[src/sfwg_pkg.sv]
// Shared constants for the serial flash write guard
package sfwg_pkg;
	// Clock rate and operation times as specified
	localparam int CLK_MHZ = 200;
	localparam int PAGE_WRITE_TYP_MS = 2;
	localparam int PAGE_WRITE_MAX_MS = 3;
	localparam int CLEAR_TYP_MS = 8;
	localparam int CLEAR_MAX_MS = 20;
	localparam int STATUS_TYP_MS = 8;
	localparam int STATUS_MAX_MS = 12;
	// Busy durations in clock cycles, typical figures used
	localparam int PAGE_WRITE_CYC = PAGE_WRITE_TYP_MS * 1000 * CLK_MHZ;
	localparam int CLEAR_CYC = CLEAR_TYP_MS * 1000 * CLK_MHZ;
	localparam int STATUS_CYC = STATUS_TYP_MS * 1000 * CLK_MHZ;
	localparam int PAGE_MAX_BYTES = 256;
	// Command opcodes
	localparam logic [7:0] OPC_SET_WL = 8'h06;
	localparam logic [7:0] OPC_CLR_WL = 8'h04;
	localparam logic [7:0] OPC_PAGE_CLEAR = 8'h81;
	localparam logic [7:0] OPC_FOUR_K_CLEAR = 8'h20;
	localparam logic [7:0] OPC_HALF_BLOCK_CLEAR = 8'h52;
	localparam logic [7:0] OPC_FULL_BLOCK_CLEAR = 8'hd8;
	localparam logic [7:0] OPC_WHOLE_CLEAR_A = 8'h60;
	localparam logic [7:0] OPC_WHOLE_CLEAR_B = 8'hc7;
	localparam logic [7:0] OPC_PAGE_WRITE = 8'h02;
	localparam logic [7:0] OPC_STATUS_WRITE = 8'h01;
	// Operation kinds reported to the array
	localparam logic [2:0] KIND_NONE = 3'h0;
	localparam logic [2:0] KIND_PAGE_WRITE = 3'h1;
	localparam logic [2:0] KIND_PAGE_CLEAR = 3'h2;
	localparam logic [2:0] KIND_FOUR_K = 3'h3;
	localparam logic [2:0] KIND_HALF_BLOCK = 3'h4;
	localparam logic [2:0] KIND_FULL_BLOCK = 3'h5;
	localparam logic [2:0] KIND_WHOLE = 3'h6;
	localparam logic [2:0] KIND_STATUS = 3'h7;
	// Array geometry
	localparam int ADDR_W = 18;
	localparam logic [17:0] SIZE_PAGE = 18'h00100;
	localparam logic [17:0] SIZE_4K = 18'h01000;
	localparam logic [17:0] SIZE_8K = 18'h02000;
	localparam logic [17:0] SIZE_16K = 18'h04000;
	localparam logic [17:0] SIZE_32K = 18'h08000;
	localparam logic [17:0] SIZE_64K = 18'h10000;
	localparam logic [17:0] SIZE_128K = 18'h20000;
	localparam logic [17:0] TOP_SMALL = 18'h1ffff;
	localparam logic [17:0] TOP_LARGE = 18'h3ffff;
	// Register offsets
	localparam logic [11:0] REG_CTRL = 12'h000;
	localparam logic [11:0] REG_STATUS = 12'h004;
	localparam logic [11:0] REG_REJECT = 12'h008;
	localparam logic [11:0] REG_LASTOP = 12'h00c;
	// Field positions of the status byte, the status register and the control register
	localparam int ST_BUSY_BIT = 0;
	localparam int ST_LATCH_BIT = 1;
	localparam int ST_GUARD_LSB = 2;
	localparam int ST_LOCK_BIT = 7;
	localparam int REG_SLEEP_BIT = 8;
	localparam int REG_PIN_BIT = 9;
	localparam int CTRL_SMALL_BIT = 0;
	// Reset values
	localparam logic [7:0] STATUS_RESET = 8'h00;
	localparam logic CTRL_SMALL_RESET = 1'b0;
endpackage

[src/sfwg_guard_if.sv]
// Carrier between the write guard core and its region decoder
interface sfwg_guard_if;
	logic [4:0] guard_bits; // Region guard bits
	logic small_density; // 1 for the 128 KB array
	logic [17:0] op_lo; // First byte the command touches
	logic [17:0] op_hi; // Last byte the command touches
	logic hit; // Target overlaps the guarded region
	modport decoder_side (input guard_bits, input small_density, input op_lo, input op_hi,
		output hit);
	modport core_side (output guard_bits, output small_density, output op_lo, output op_hi,
		input hit);
endinterface

[src/sfwg_top.sv]
// Write guard and operation timing core of a serial flash
// Behaviour
// - Page write up to 256 bytes, 2 ms busy
// - Every clear operation busy 8 ms, within 20
// - Status byte starts at zero, array erased
// - Reset lands in standby, nothing pending
// - Only complete well formed commands alter memory
// - Data-changing command must end on byte boundary
// - Data change needs write enable latch set
// - Guard bits mark a read-only region
// - Guard pin low refuses guard and lock changes
// - Deep sleep ignores all but wake command
// - Command touching guarded region is dropped whole
// - Large array, coarse guard step decoding
// - Large array, fine guard step decoding
// - Small array, coarse guard step decoding
// - Small array, fine guard step decoding
// - Opcodes 06h set, 04h clear the latch
// - Clear and page write opcodes and address bytes
// - Commands during busy are ignored harmlessly
//
// Added by the designer: the address map and the APB slave port.
module sfwg_top #(
	parameter int unsigned PROG_CYC = sfwg_pkg::PAGE_WRITE_CYC,
	parameter int unsigned CLEAR_CYC = sfwg_pkg::CLEAR_CYC,
	parameter int unsigned STATUS_CYC = sfwg_pkg::STATUS_CYC,
	parameter logic [7:0] SLEEP_OPC = 8'hb9,
	parameter logic [7:0] WAKE_OPC = 8'hab
) (
	// Clock and reset
	input wire logic pclk,
	input wire logic presetn,
	// APB slave
	input wire logic psel,
	input wire logic penable,
	input wire logic pwrite,
	input wire logic [11:0] paddr,
	input wire logic [31:0] pwdata,
	output logic [31:0] prdata,
	output logic pready,
	output logic pslverr,
	// Serial link pins
	input wire logic select_n,
	input wire logic sclk,
	input wire logic sdi,
	input wire logic hw_guard_pin_n,
	// Operation request to the array
	output logic op_start,
	output logic [2:0] op_kind,
	output logic [23:0] op_addr,
	output logic [8:0] op_len,
	// Status
	output logic busy,
	output logic write_enable_latch,
	output logic [7:0] status_byte,
	output logic sleeping
);
	typedef enum logic [1:0] {ST_READY, ST_BUSY, ST_SLEEP} sfwg_state_t;

	sfwg_guard_if gif ();

	// Parameter sanity
	if (PROG_CYC == 0 || CLEAR_CYC == 0 || STATUS_CYC == 0) begin : g_bad_time
		$error("sfwg_top: busy durations must be at least one cycle");
	end

	logic [1:0] sel_s, clk_s, dat_s, pin_s; // Two-stage synchronisers
	logic sel_d, clk_d; // Edge history after the second stage
	logic sclk_rise, sel_fall, frame_end; // Link events
	logic [7:0] shreg, next_byte, opcode, status_data; // Shift data
	logic [2:0] bit_cnt; // Bits within the current byte
	logic [9:0] byte_cnt; // Whole bytes in the frame, saturating
	logic [23:0] addr; // Captured target address
	sfwg_state_t state;
	logic [31:0] timer; // Remaining busy cycles
	logic [4:0] guard_bits; // Region guard bits
	logic lock_bit; // Status lock bit
	logic [7:0] pend_status; // Status value waiting for completion
	logic small_density; // Control: 128 KB array
	logic [15:0] reject_cnt; // Refused data-changing commands
	logic [2:0] next_kind;
	logic len_ok, frame_whole, is_dc, in_ready, pin_ok;
	logic accept, reject, set_latch, clr_latch, go_sleep, wake, done;
	logic [17:0] op_size, top, lo, hi;
	logic [9:0] data_bytes;

	// Synchronisers; the first stage feeds only the second
	always_ff @(posedge pclk or negedge presetn) begin
		if (!presetn) begin
			sel_s <= 2'h3;
			clk_s <= 2'h0;
			dat_s <= 2'h0;
			pin_s <= 2'h3;
			sel_d <= 1'b1;
			clk_d <= 1'b0;
		end else begin
			sel_s <= {sel_s[0], select_n};
			clk_s <= {clk_s[0], sclk};
			dat_s <= {dat_s[0], sdi};
			pin_s <= {pin_s[0], hw_guard_pin_n};
			sel_d <= sel_s[1];
			clk_d <= clk_s[1];
		end
	end

	assign sclk_rise = clk_s[1] && !clk_d && !sel_s[1];
	assign sel_fall = !sel_s[1] && sel_d;
	assign frame_end = sel_s[1] && !sel_d;
	assign next_byte = {shreg[6:0], dat_s[1]};
	assign pin_ok = pin_s[1];

	// Bit and byte counting of the frame
	always_ff @(posedge pclk or negedge presetn) begin
		if (!presetn) begin
			shreg <= 8'h00;
			bit_cnt <= 3'h0;
			byte_cnt <= 10'h000;
		end else if (sel_fall) begin
			bit_cnt <= 3'h0;
			byte_cnt <= 10'h000;
		end else if (sclk_rise) begin
			shreg <= next_byte;
			bit_cnt <= bit_cnt + 3'h1;
			// Saturate so an overlong write cannot wrap to a valid length
			if (bit_cnt == 3'h7 && byte_cnt != 10'h3ff) byte_cnt <= byte_cnt + 10'h001;
		end
	end

	// Opcode, address and status data capture
	always_ff @(posedge pclk or negedge presetn) begin
		if (!presetn) begin
			opcode <= 8'h00;
			addr <= 24'h000000;
			status_data <= 8'h00;
		end else if (sclk_rise && bit_cnt == 3'h7) begin
			case (byte_cnt)
				10'h000: opcode <= next_byte;
				10'h001: begin
					addr[23:16] <= next_byte;
					status_data <= next_byte;
				end
				10'h002: addr[15:8] <= next_byte;
				10'h003: addr[7:0] <= next_byte;
				default: ;
			endcase
		end
	end

	// Command kind, expected length and target size
	always_comb begin
		next_kind = sfwg_pkg::KIND_NONE;
		len_ok = 1'b0;
		op_size = sfwg_pkg::SIZE_PAGE;
		case (opcode)
			sfwg_pkg::OPC_PAGE_WRITE: begin
				next_kind = sfwg_pkg::KIND_PAGE_WRITE;
				len_ok = byte_cnt >= 10'h005;
			end
			sfwg_pkg::OPC_PAGE_CLEAR: begin
				next_kind = sfwg_pkg::KIND_PAGE_CLEAR;
				len_ok = byte_cnt == 10'h004;
			end
			sfwg_pkg::OPC_FOUR_K_CLEAR: begin
				next_kind = sfwg_pkg::KIND_FOUR_K;
				len_ok = byte_cnt == 10'h004;
				op_size = sfwg_pkg::SIZE_4K;
			end
			sfwg_pkg::OPC_HALF_BLOCK_CLEAR: begin
				next_kind = sfwg_pkg::KIND_HALF_BLOCK;
				len_ok = byte_cnt == 10'h004;
				op_size = sfwg_pkg::SIZE_32K;
			end
			sfwg_pkg::OPC_FULL_BLOCK_CLEAR: begin
				next_kind = sfwg_pkg::KIND_FULL_BLOCK;
				len_ok = byte_cnt == 10'h004;
				op_size = sfwg_pkg::SIZE_64K;
			end
			sfwg_pkg::OPC_WHOLE_CLEAR_A, sfwg_pkg::OPC_WHOLE_CLEAR_B: begin
				next_kind = sfwg_pkg::KIND_WHOLE;
				len_ok = byte_cnt == 10'h001;
			end
			sfwg_pkg::OPC_STATUS_WRITE: begin
				next_kind = sfwg_pkg::KIND_STATUS;
				len_ok = byte_cnt == 10'h002;
			end
			default: ;
		endcase
	end

	// Target range, aligned down to the operation size
	assign top = small_density ? sfwg_pkg::TOP_SMALL : sfwg_pkg::TOP_LARGE;
	assign lo = (next_kind == sfwg_pkg::KIND_WHOLE) ? 18'h00000 :
		(addr[17:0] & top & ~(op_size - 18'h00001));
	assign hi = (next_kind == sfwg_pkg::KIND_WHOLE) ? top : (lo + op_size - 18'h00001);
	assign gif.guard_bits = guard_bits;
	assign gif.small_density = small_density;
	assign gif.op_lo = lo;
	assign gif.op_hi = hi;

	sfwg_region_decode u_decode (
		.g(gif.decoder_side)
	);

	// Frame judgement at select release
	assign in_ready = state == ST_READY;
	assign frame_whole = bit_cnt == 3'h0 && byte_cnt != 10'h000;
	assign is_dc = next_kind != sfwg_pkg::KIND_NONE && byte_cnt != 10'h000;
	// Status writes skip the region test; guarded range ends all others
	assign accept = frame_end && in_ready && is_dc && frame_whole && len_ok
		&& write_enable_latch
		&& (next_kind == sfwg_pkg::KIND_STATUS ? pin_ok : !gif.hit);
	assign reject = frame_end && in_ready && is_dc && !accept;
	assign set_latch = frame_end && in_ready && frame_whole && byte_cnt == 10'h001
		&& opcode == sfwg_pkg::OPC_SET_WL;
	assign clr_latch = frame_end && in_ready && frame_whole && byte_cnt == 10'h001
		&& opcode == sfwg_pkg::OPC_CLR_WL;
	assign go_sleep = frame_end && in_ready && frame_whole && byte_cnt == 10'h001
		&& opcode == SLEEP_OPC;
	assign wake = frame_end && state == ST_SLEEP && frame_whole && byte_cnt == 10'h001
		&& opcode == WAKE_OPC;
	assign done = state == ST_BUSY && timer == 32'h00000000;
	assign data_bytes = byte_cnt - 10'h004;

	// Operation state and busy timing
	always_ff @(posedge pclk or negedge presetn) begin
		if (!presetn) begin
			state <= ST_READY;
			busy <= 1'b0;
			sleeping <= 1'b0;
			timer <= 32'h00000000;
		end else begin
			case (state)
				ST_READY: begin
					if (accept) begin
						state <= ST_BUSY;
						busy <= 1'b1;
						if (next_kind == sfwg_pkg::KIND_PAGE_WRITE) timer <= PROG_CYC - 1;
						else if (next_kind == sfwg_pkg::KIND_STATUS) timer <= STATUS_CYC - 1;
						else timer <= CLEAR_CYC - 1;
					end else if (go_sleep) begin
						state <= ST_SLEEP;
						sleeping <= 1'b1;
					end
				end
				// Frames seen meanwhile are judged nowhere, so they do no harm
				ST_BUSY: begin
					if (done) begin
						state <= ST_READY;
						busy <= 1'b0;
					end else begin
						timer <= timer - 32'h00000001;
					end
				end
				ST_SLEEP: begin
					if (wake) begin
						state <= ST_READY;
						sleeping <= 1'b0;
					end
				end
				default: state <= ST_READY;
			endcase
		end
	end

	// Write enable latch
	always_ff @(posedge pclk or negedge presetn) begin
		if (!presetn) write_enable_latch <= 1'b0;
		else if (done || reject || clr_latch) write_enable_latch <= 1'b0;
		else if (set_latch) write_enable_latch <= 1'b1;
	end

	// Request towards the array, one-cycle start pulse
	always_ff @(posedge pclk or negedge presetn) begin
		if (!presetn) begin
			op_start <= 1'b0;
			op_kind <= sfwg_pkg::KIND_NONE;
			op_addr <= 24'h000000;
			op_len <= 9'h000;
		end else begin
			op_start <= accept;
			if (accept) begin
				op_kind <= next_kind;
				op_addr <= {6'h00, lo};
				// Longer page writes keep only the last bytes of the page
				if (next_kind != sfwg_pkg::KIND_PAGE_WRITE) op_len <= 9'h000;
				else if (data_bytes >= 10'(sfwg_pkg::PAGE_MAX_BYTES))
					op_len <= 9'(sfwg_pkg::PAGE_MAX_BYTES);
				else op_len <= data_bytes[8:0];
			end
		end
	end

	// Guard and lock bits, written only when a status write completes
	always_ff @(posedge pclk or negedge presetn) begin
		if (!presetn) begin
			guard_bits <= sfwg_pkg::STATUS_RESET[sfwg_pkg::ST_GUARD_LSB +: 5];
			lock_bit <= sfwg_pkg::STATUS_RESET[sfwg_pkg::ST_LOCK_BIT];
			pend_status <= sfwg_pkg::STATUS_RESET;
		end else begin
			if (accept && next_kind == sfwg_pkg::KIND_STATUS) pend_status <= status_data;
			// Pin dropping mid-write still refuses the change
			if (done && op_kind == sfwg_pkg::KIND_STATUS && pin_ok) begin
				guard_bits <= pend_status[sfwg_pkg::ST_GUARD_LSB +: 5];
				lock_bit <= pend_status[sfwg_pkg::ST_LOCK_BIT];
			end
		end
	end

	// Status byte for the read path
	always_ff @(posedge pclk or negedge presetn) begin
		if (!presetn) status_byte <= sfwg_pkg::STATUS_RESET;
		else status_byte <= {lock_bit, guard_bits, write_enable_latch, busy};
	end

	// Refusal counter, saturating
	always_ff @(posedge pclk or negedge presetn) begin
		if (!presetn) reject_cnt <= 16'h0000;
		else if (reject && reject_cnt != 16'hffff) reject_cnt <= reject_cnt + 16'h0001;
	end

	// APB slave: one wait state, write lands at the completing edge
	always_ff @(posedge pclk or negedge presetn) begin
		if (!presetn) begin
			pready <= 1'b0;
			pslverr <= 1'b0;
			prdata <= 32'h00000000;
			small_density <= sfwg_pkg::CTRL_SMALL_RESET;
		end else begin
			pready <= psel && penable && !pready;
			if (psel && penable && !pready) begin
				prdata <= 32'h00000000;
				pslverr <= 1'b0;
				case (paddr)
					sfwg_pkg::REG_CTRL: prdata[sfwg_pkg::CTRL_SMALL_BIT] <= small_density;
					sfwg_pkg::REG_STATUS: begin
						prdata[7:0] <= status_byte;
						prdata[sfwg_pkg::REG_SLEEP_BIT] <= sleeping;
						prdata[sfwg_pkg::REG_PIN_BIT] <= pin_ok;
					end
					sfwg_pkg::REG_REJECT: prdata[15:0] <= reject_cnt;
					sfwg_pkg::REG_LASTOP: prdata <= {op_addr, 5'h00, op_kind};
					default: pslverr <= 1'b1;
				endcase
			end else begin
				pslverr <= 1'b0;
			end
			if (psel && penable && pready && pwrite && paddr == sfwg_pkg::REG_CTRL)
				small_density <= pwdata[sfwg_pkg::CTRL_SMALL_BIT];
		end
	end

	// Checks
	logic [31:0] busy_len; // Cycles the current busy period has lasted
	always_ff @(posedge pclk or negedge presetn) begin
		if (!presetn) busy_len <= 32'h00000000;
		else if (busy) busy_len <= busy_len + 32'h00000001;
		else busy_len <= 32'h00000000;
	end
endmodule

[src/sfwg_region_decode.sv]
// Decoder from region guard bits to a guarded range and overlap test
module sfwg_region_decode (
	// Guard request and answer
	sfwg_guard_if.decoder_side g
);
	logic guarded; // Some region is guarded
	logic all_guarded; // Whole array guarded
	logic [17:0] sz; // Guarded size in bytes
	logic [17:0] top; // Last array address
	logic [17:0] lo; // Guarded range start
	logic [17:0] hi; // Guarded range end

	// Size selection and placement
	always_comb begin
		guarded = 1'b1;
		all_guarded = 1'b0;
		sz = sfwg_pkg::SIZE_4K;
		top = g.small_density ? sfwg_pkg::TOP_SMALL : sfwg_pkg::TOP_LARGE;
		if (!g.guard_bits[4]) begin
			// Quarter and half steps; bit 2 plays no part
			case (g.guard_bits[1:0])
				2'h0: guarded = 1'b0;
				2'h1: sz = sfwg_pkg::SIZE_64K;
				2'h2: begin
					// Small array: bit 1 alone already guards all of it
					if (g.small_density) all_guarded = 1'b1;
					else sz = sfwg_pkg::SIZE_128K;
				end
				default: all_guarded = 1'b1;
			endcase
		end else begin
			// Fine steps from 4 KB to 32 KB
			case (g.guard_bits[2:0])
				3'h0: guarded = 1'b0;
				3'h1: sz = sfwg_pkg::SIZE_4K;
				3'h2: sz = sfwg_pkg::SIZE_8K;
				3'h3: sz = sfwg_pkg::SIZE_16K;
				3'h7: all_guarded = 1'b1;
				default: sz = sfwg_pkg::SIZE_32K;
			endcase
		end
		// Bit 3 picks the bottom end, else the top end
		if (all_guarded) begin
			lo = '0;
			hi = top;
		end else if (g.guard_bits[3]) begin
			lo = '0;
			hi = sz - 18'h00001;
		end else begin
			lo = top - sz + 18'h00001;
			hi = top;
		end
	end

	// Any overlap with the guarded range refuses the command
	assign g.hit = guarded && (g.op_lo <= hi) && (g.op_hi >= lo);
endmodule

[config.mk]
export PLATFORM = sky130hd
export DESIGN_NAME = sfwg_top
export DESIGN_NICKNAME = d
export VERILOG_FILES = /design/src/sfwg_pkg.sv /design/src/sfwg_guard_if.sv /design/src/sfwg_top.sv /design/src/sfwg_region_decode.sv
export SDC_FILE = /design/constraint.sdc
export NUM_CORES = 1
export LEC_CHECK = 0
export ABC_AREA = 1
export BUFFER_PORTS_ARGS = -buffer_cell sky130_fd_sc_hd__buf_2
export CAP_MARGIN = 20
export CELL_PAD_IN_SITES_DETAIL_PLACEMENT = 1
export CELL_PAD_IN_SITES_GLOBAL_PLACEMENT = 1
export CORE_MARGIN = 1
export CORE_UTILIZATION = 46
export CTS_CLUSTER_SIZE = 28
export DETAILED_ROUTE_END_ITERATION = 6
export PLACE_DENSITY_LB_ADDON = 0.1
export SYNTH_ARGS = -nofsm -noshare
export SYNTH_HDL_FRONTEND = slang
export SYNTH_SLANG_ARGS = --single-unit
[constraint.sdc]
create_clock -name pclk -period 7 [get_ports pclk]
set_input_delay 0.7 -clock pclk [delete_from_list [all_inputs] [get_ports pclk]]
set_output_delay 0.7 -clock pclk [all_outputs]
set_load 0.02 [all_outputs]
==> impl_results.md, run 1 <==
* Critical-path top delay cell: dfrtp_1
* Hold Path Class: in -> async
* Proportion of synthesized area in mux cells at 0.00675
* Clk_lat worst skew at roughly 0.44 ns
* Critical path's largest stage delay at about 0.50 ns
* Clock root cell: clkbuf_16
* Placed cell area at between 0.01 and 0.015 mm²
* Placement Setup Slack at just under 2 ns
* Fill cells at 2655
* Compound-Gate Fraction of Synth Area at 0.0998
* Worst Tran Pin Value at 1.05 ns
* Via count at between 8000 and 9000
* Global-route wire length before repair at about 46000 µm
* Post-synthesis async set-or-reset flop share at 1.00
* Most common cell on crit path: nand2_1
* Endpoints failing setup at 0
* CTS H-tree depth at 4
* Crit path arrival time at approximately 5.5 ns
* I/O Pins at ~140
* Net count, final at between 1000 and 1500
* CTS tree: yes
* CP endpoint kind: flip-flop
* Drt drc at 0
* Pin count of the biggest net entering global routing at ~110
* Register area share after synthesis at 0.448
* CP Class: reg -> reg
* Setup Buffers After CTS at 0
* WL final at 28300 µm
* YS warnings at 0
* Worst-path clk slew at approximately 0.08 ns
* EDFF count, synth at 0
* RSZ-0062 raised after global routing: false
* Synth unique cells at between 50 and 60
* Synth Area per Inst at 7.84 µm²
* Die H at roughly 150 µm
* Setup TNS Final at 0 ns
* Final Max Slew Viols at 0
* Post-synthesis adder-cell area fraction at 0.0425
* Final RePlAce weighted congestion at around 0.87
* Die ar. at between 0.02 and 0.025 mm²
* Drt pass-1 iters at 5
* Design area at 0.0112 mm²
* Startpoint Class: flip-flop
* Syn Inst Count at approximately 1300
* Final count of hold timing violations at 0
* Clock skew at around 0.016 ns
* Routed vias/inst at ~5.3
* Pwr Density at between 150 and 200 mW/mm²
* Final WS setup at around 1.9 ns
* Synth Area in XOR/XNOR at 0.0271
* Most frequent cells in the layout: nand2_1, dfrtp_1, inv_1
* Total grt overflow at 0
* Antenna-violating nets left at 0
* Initial antenna violation count at 0
* Number of global-route vias before repair at roughly 8900
* Leakage power at 6.04 nW
* Die Span X at around 150 µm
* Max_cap viols at 0
* First DRT Iteration DRCs at roughly 400
* Number of port buffers at 83
* Share of cells above drive strength 1 at 0.126
* Synthesized area at between 0.01 and 0.015 mm²
* Main combinational cell family by area after synthesis: simple AND/OR/NAND/NOR gates
* Fin crit share at 0.726
* Initial core utilization at 0.473
* Synth-to-Final Area Change at 11.5%
* Main synth FF type: dfrtp_1
* Diode count at 0
* Post-layout minimum cycle time at a little over 5 ns
* Maximum vdd drop at roughly 0.00018 V
* GRT Util Overall at 0.265
* Worst path required time at 7.37 ns
* Status: finished clean
* Simple-Gate Fraction of Synth Area at 0.279
* Max Clock Freq at 0.197 GHz
* Post-CTS sizing at 0
* Max clock buf depth at 2
* Most common cell after layout, fill and taps aside: nand2_1
* Core area at 0.0212 mm²
* Core Util, Final at 0.528
* Num CTS Buffers at 17
* WL per Instance at 17.2 µm
* Clock sink count at between 150 and 200
* Slew margin rel. at 0.301
* Num rows at 53
* DP Wirelength at ~21000 µm
* Synthesis-stage register bit count at roughly 180
* Crit-path max FO at 50
* Hold buffers post-CTS at 0
-- where the power goes --
part / leakage, nW / total [mW] / internal [mW] / switching (mW)
registers: 2.46 / 1.05 / 1.05 / 0.00608
clock network: 0.291 / 1.01 / 0.569 / 0.438
logic: 3.29 / 0.0669 / 0.0114 / 0.0555
-- layout make-up --
cell class / count / area [µm²] / share of cell area
inverter: 173 / 651 / 0.0583
timing repair buffer: 86 / 447 / 0.0400
multi-input combinational: 898 / 4640 / 0.415
clock inverter: 13 / 170 / 0.0152
clock buffer: 19 / 433 / 0.0388
sequential: 179 / 4490 / 0.402
tap: 275 / 344 / 0.0308
-- flip-flops by register name (all words and copies together), names as in the netlist, 5 cells and up --
name,cells
gif.guard_bits,5
byte_cnt,10
op_addr,10
status_byte,8
pend_status,6
op_len,9
prdata,26
timer,32
opcode,8
reject_cnt,16
shreg,7
addr,16
-- critical path: cells and delay by family (launching register included) --
kind / cells / cell delay [ns]
flip-flops: 1 / 0.50
adder cells (fa/ha/maj): 2 / 0.45
AND/OR/NAND/NOR: 21 / 2.62
AO/OA/AOI/OAI: 6 / 0.74
buffers and inverters: 5 / 0.70
-- layer usage --
layer,up-vias,global-route usage,part of all wire,wire [µm]
met5,-,0,0,0
met4,0,0.0806,0.016,439
met3,28,0.0351,0.028,781
met2,131,0.449,0.49,13800
met1,4266,0.350,0.47,13300
li1,4249,-,-,-
-- worst paths after layout --
check	slack, ns	startpoint	cells past startpoint	endpoint
max in group asynchronous	5.10	presetn	2	shreg[6]
setup / recovery	1.92	opcode[1]	34	timer[5]
hold reg to reg	0.35	clk_s[0]	0	clk_s[1]
min in group pclk	0.35	clk_s[0]	0	clk_s[1]
setup reg to reg	1.92	opcode[1]	34	timer[5]
hold / removal	0.34	presetn	1	timer[25]
-- synth_stat cells, types with 6 or more instances --
cell type	number	area, µm²
o21ai_1	10	50.1
a21oi_1	30	150
mux2_2	6	67.6
nand3_1	85	425
xor2_1	28	245
inv_2	8	30.0
nor2_2	7	43.8
nand3_2	6	60.1
o22ai_1	8	50.1
dfrtp_1	174	4350
clkbuf_1	14	52.6
nor4_1	9	56.3
ha_1	34	425
nand4_1	28	175
nor3_1	26	130
o31ai_1	15	113
nor2_1	128	480
nand2_2	9	56.3
o21ai_0	83	415
a31oi_1	7	43.8
inv_1	162	608
buf_4	23	173
nand2_1	320	1200
-- per-stage QoR --
stage	power (mW)	hold slack, ns	cells
3_3_place_gp	1.14	0.332	1611
2_1_floorplan	1.11	0.331	1296
6_report	2.13	0.336	1643
3_5_place_dp	1.14	0.337	1611
5_1_grt	2.20	0.341	1643
4_1_cts	2.15	0.341	1643
-- cells by family after synthesis --
group | count (synthesis)
other | 1
adders and majority gates | 34
xor gates and xnor gates | 31
muxes | 6
buffers and inverters | 219
and+or+nand+nor | 635
DFF | 179
AOI/OAI and AO/OA | 172
Note: power is estimated with default switching activity, not from simulation.
==> inputs of run 2 (changes only) <==
Settings changed: ABC_AREA 1 to 0, CORE_UTILIZATION 46 to 45.
Clock period 7 ns to 4.8 ns, I/O delays scaled along.
==> run 2 against run 1 <==
  * Power rose by 45%
  * Die area decreased by 4.3%
  * Routed wire length decreased by 16%
  * First-iteration DRC count shrank 19%
  * Largest power group unchanged
==> impl_results.md, run 2 <==
* Drt drc at 0 (unchanged)
* Clock root cell: clkbuf_16 (unchanged)
* Synth area leaders: dfrtp_1, mux2_2, ha_1, nand2_1, nor2_1 (was dfrtp_1, nand2_1, inv_1, nor2_1, ha_1)
* Placement Setup Slack at -0.186 ns (was 1.93 ns)
* Crit path cell chain: and3b_2, o2111ai_4, and3_4, nand2_4, ha_4, inv_4, ha_4, inv_2, a311oi_2, a41oi_1, a211o_1, and3_1, o21ai_1, ha_1, o21a_1, o21a_1, o21a_1, o21a_1, o21ai_1, a211o_1, nand2_4, buf_12, o31ai_1
* Fin crit share at 0.986 (was 0.726)
* Proportion of synthesized area in mux cells at 0.0657 (was 0.00675)
* Synth Area per Inst at 10.4 µm² (was 7.84 µm²)
* Synth unique cells at 83 (was 55)
* CP endpoint kind: flip-flop (unchanged)
* CTS H-tree depth at 4 (unchanged)
* Crit-path max FO at 32 (was 50)
* CP Class: reg -> reg (unchanged)
* Via count at 7122 (was 8674)
* Status: finished clean (unchanged)
* Reg2Reg Depth at 23 (was 34)
* Final WS setup at 0.0663 ns (was 1.92 ns)
* Synth-to-Final Area Change at 18.3% (was 11.5%)
* Drt pass-1 iters at 4 (was 5)
* Synthesis-stage register bit count at 179 (unchanged)
* Bufs and invs on worst path at 3 (was 5)
* Clock skew at 0.0155 ns (about the same)
* Initial core utilization at 0.461 (was 0.473)
* Net count, final at 1109 (was 1442)
* GRT Util Overall at 0.231 (was 0.265)
* Fin Hold WS at 0.0481 ns (was 0.336 ns)
* Critical Path Stages at 23 (was 34)
* WL per Instance at 18.3 µm (was 17.2 µm)
* Top cell type's share of synthesized area at 0.465 (was 0.435)
* Diode count at 0 (unchanged)
* Synthesized area at 0.00937 mm² (was 0.0100 mm²)
* Most common cell after layout, fill and taps aside: dfrtp_1 (was nand2_1)
* Main combinational cell family by area after synthesis: simple AND/OR/NAND/NOR gates (unchanged)
* EDFF count, synth at 0 (unchanged)
* Critical path's largest stage delay at 0.43 ns (was 0.50 ns)
* Slew margin rel. at 0.343 (was 0.301)
* Switching Share at 0.219 (was 0.235)
* WL final at 23900 µm (was 28300 µm)
* Launch point of the worst path: opcode[7] (was opcode[1])
* Worst path required time at 5.12 ns (was 7.37 ns)
* Critical-path top delay cell: dfrtp_1 (unchanged)
* Number of global-route vias before repair at 7372 (was 8884)
* NetSw at 674 µW (was 500 µW)
* Register area share after synthesis at 0.479 (was 0.448)
* Worst Tran Pin Value at 0.976 ns (was 1.05 ns)
* Startpoint Class: flip-flop (unchanged)
* Top flop regs: timer x32, prdata x26 (unchanged)
* Internal power at 2.40 mW (was 1.63 mW)
* Endpoints failing setup at 0 (unchanged)
* Dominant cell type by area after synthesis: dfrtp_1 (unchanged)
* Main synth FF type: dfrtp_1 (unchanged)
* Post-layout minimum cycle time at 4.73 ns (was 5.08 ns)
* Die Span X at 146 µm (was 150 µm)
* Post-synthesis adder-cell area fraction at 0.0454 (was 0.0425)
* DP Wirelength at 17300 µm (was 20800 µm)
* Max_cap viols at 0 (unchanged)
* Initial antenna violation count at 0 (unchanged)
* Maximum vdd drop at 0.000211 V (was 0.000177 V)
* Most frequent cells in the layout: dfrtp_1, nand2_1, nor2_1 (was nand2_1, dfrtp_1, inv_1)
* Worst-path clk slew at 0.07 ns (was 0.08 ns)
* Core area at 0.0203 mm² (was 0.0212 mm²)
* Setup TNS Final at 0 ns (unchanged)
* Critical Path End: op_len[4] (was timer[5])
* Most common cell on crit path: o21a_1 (was nand2_1)
* Seq pwr share at 0.507 (was 0.495)
* Syn Inst Count at 904 (was 1277)
* Most common cell in the netlist: dfrtp_1 (was nand2_1)
* Critical path's top delay family: compound AO/OA/AOI/OAI gates (was simple AND/OR/NAND/NOR gates)
* I/O Pins at 135 (unchanged)
* Simple-Gate Fraction of Synth Area at 0.204 (was 0.279)
* Num rows at 52 (was 53)
* Final RePlAce weighted congestion at 0.815 (was 0.868)
* CTS tree: yes (unchanged)
* First DRT Iteration DRCs at 320 (was 394)
* Num CTS Buffers at 17 (unchanged)
* Clk_lat worst skew at 0.43 ns (was 0.44 ns)
* RR Endpoint: op_len[4] (was timer[5])
* Flop-to-flop setup slack at 0.07 ns (was 1.92 ns)
* Number of port buffers at 83 (unchanged)
* Compound-Gate Fraction of Synth Area at 0.107 (was 0.0998)
* Final Max Slew Viols at 0 (unchanged)
* Antenna-violating nets left at 0 (unchanged)
* YS warnings at 0 (unchanged)
* Global-route wire length before repair at 39200 µm (was 45900 µm)
* Largest Register: timer (unchanged)
* Max Clock Freq at 0.211 GHz (was 0.197 GHz)
* Total grt overflow at 0 (unchanged)
* Max reg flops at 32 (unchanged)
* Leakage power at 5.59 nW (was 6.04 nW)
* Crit path arrival time at 5.05 ns (was 5.45 ns)
* Commonest cells in the netlist: dfrtp_1, nand2_1, nor2_1 (was nand2_1, dfrtp_1, inv_1)
* RSZ-0062 raised after global routing: true (was false)
* Hold Path Class: in -> async (unchanged)
* Die ar. at 0.0214 mm² (was 0.0224 mm²)
* Clock network power share at 0.462 (was 0.474)
* Pwr Density at 278 mW/mm² (was 190 mW/mm²)
* Final count of hold timing violations at 0 (unchanged)
* Max clock buf depth at 2 (unchanged)
* Fill cells at 2260 (was 2655)
* Pin count of the biggest net entering global routing at 109 (was 111)
* Die H at 146 µm (was 150 µm)
* Logic pwr share at 0.031 (about the same)
* Synth Area in XOR/XNOR at 0.0477 (was 0.0271)
* Clock sink count at 179 (unchanged)
* Routed vias/inst at 5.47 (was 5.28)
* Reg2reg start: opcode[7] (was opcode[1])
* Share of cells above drive strength 1 at 0.271 (was 0.126)
* Post-synthesis async set-or-reset flop share at 1.00 (unchanged)
[run 2: changes by cell type after synthesis, moves of 12 or more]
cell,before,now
xnor2_1,3,27
nor2_1,128,90
a22oi_1,0,12
nand3_1,85,24
mux2_2,6,47
nand2_1,320,93
o21ai_0,83,35
a22o_1,0,17
inv_1,162,36
[run 2: how the worst min path moves through the flow]
| stage | slack, ns | end | startpoint |
|---|---|---|---|
| 6_report | 0.05 | prdata[3] | presetn |
| 5_1_grt | 0.11 | prdata[4] | presetn |
| 4_1_cts | 0.07 | prdata[3] | presetn |
| 3_5_place_dp | 0.35 | pin_s[1] | pin_s[0] |
| 3_3_place_gp | 0.34 | dat_s[1] | dat_s[0] |
| 2_1_floorplan | 0.18 | addr[10] | presetn |
[run 2: per-layer routing]
layer  GRT usage  wire length (µm)
met2       0.388             11700
met4      0.0510               264
met5           0                 0
met3      0.0353               739
met1       0.314             11100
[run 2: power by group through the flow]
stage	Sequential [mW]	Clock, mW	Combinational [mW]
global placement	1.59	0	0.0967
CTS	1.56	1.46	0.0992
floorplan	1.58	0	0.0607
global route	1.56	1.51	0.110
detailed placement	1.59	0	0.0991
finish	1.56	1.42	0.0963
[run 2: metrics by stage]
step                      area [µm²]   util  instances  power [mW]
final                          11100  0.546       1303        3.08
after global routing           11100  0.546       1303        3.19
after CTS                      10900  0.535       1299        3.12
after detailed placement       10200  0.504       1267        1.69
after global placement         10200  0.504       1267        1.68
after floorplan                 9440      -        923        1.64
[run 2: cell families (layout without fill, tap and decap cells)]
kind of cell	count (synthesis)	in the layout
adders and majority gates	34	34
DFF	179	179
AOI/OAI and AO/OA	145	145
muxes	54	54
buffers and inverters	91	201
xor gates and xnor gates	51	51
other	1	20
and+or+nand+nor	349	349
[run 2: area by class of cell]
class,instances,area [µm²],share of cell area
clock buffer,21,460,0.0415
clock inverter,9,131,0.0119
inverter,38,153,0.0138
multi-input combinational,653,4650,0.420
sequential,179,4490,0.405
tap,270,338,0.0305
timing repair buffer,133,858,0.0775
[run 2: what timing repair did]
action                                  in CTS  in global routing
pin swaps                                    7                  6
buffers inserted                             2                  4
resized for setup                           11                 39
hold buffers                                 0                  0
endpoints found under the setup margin      59                 73
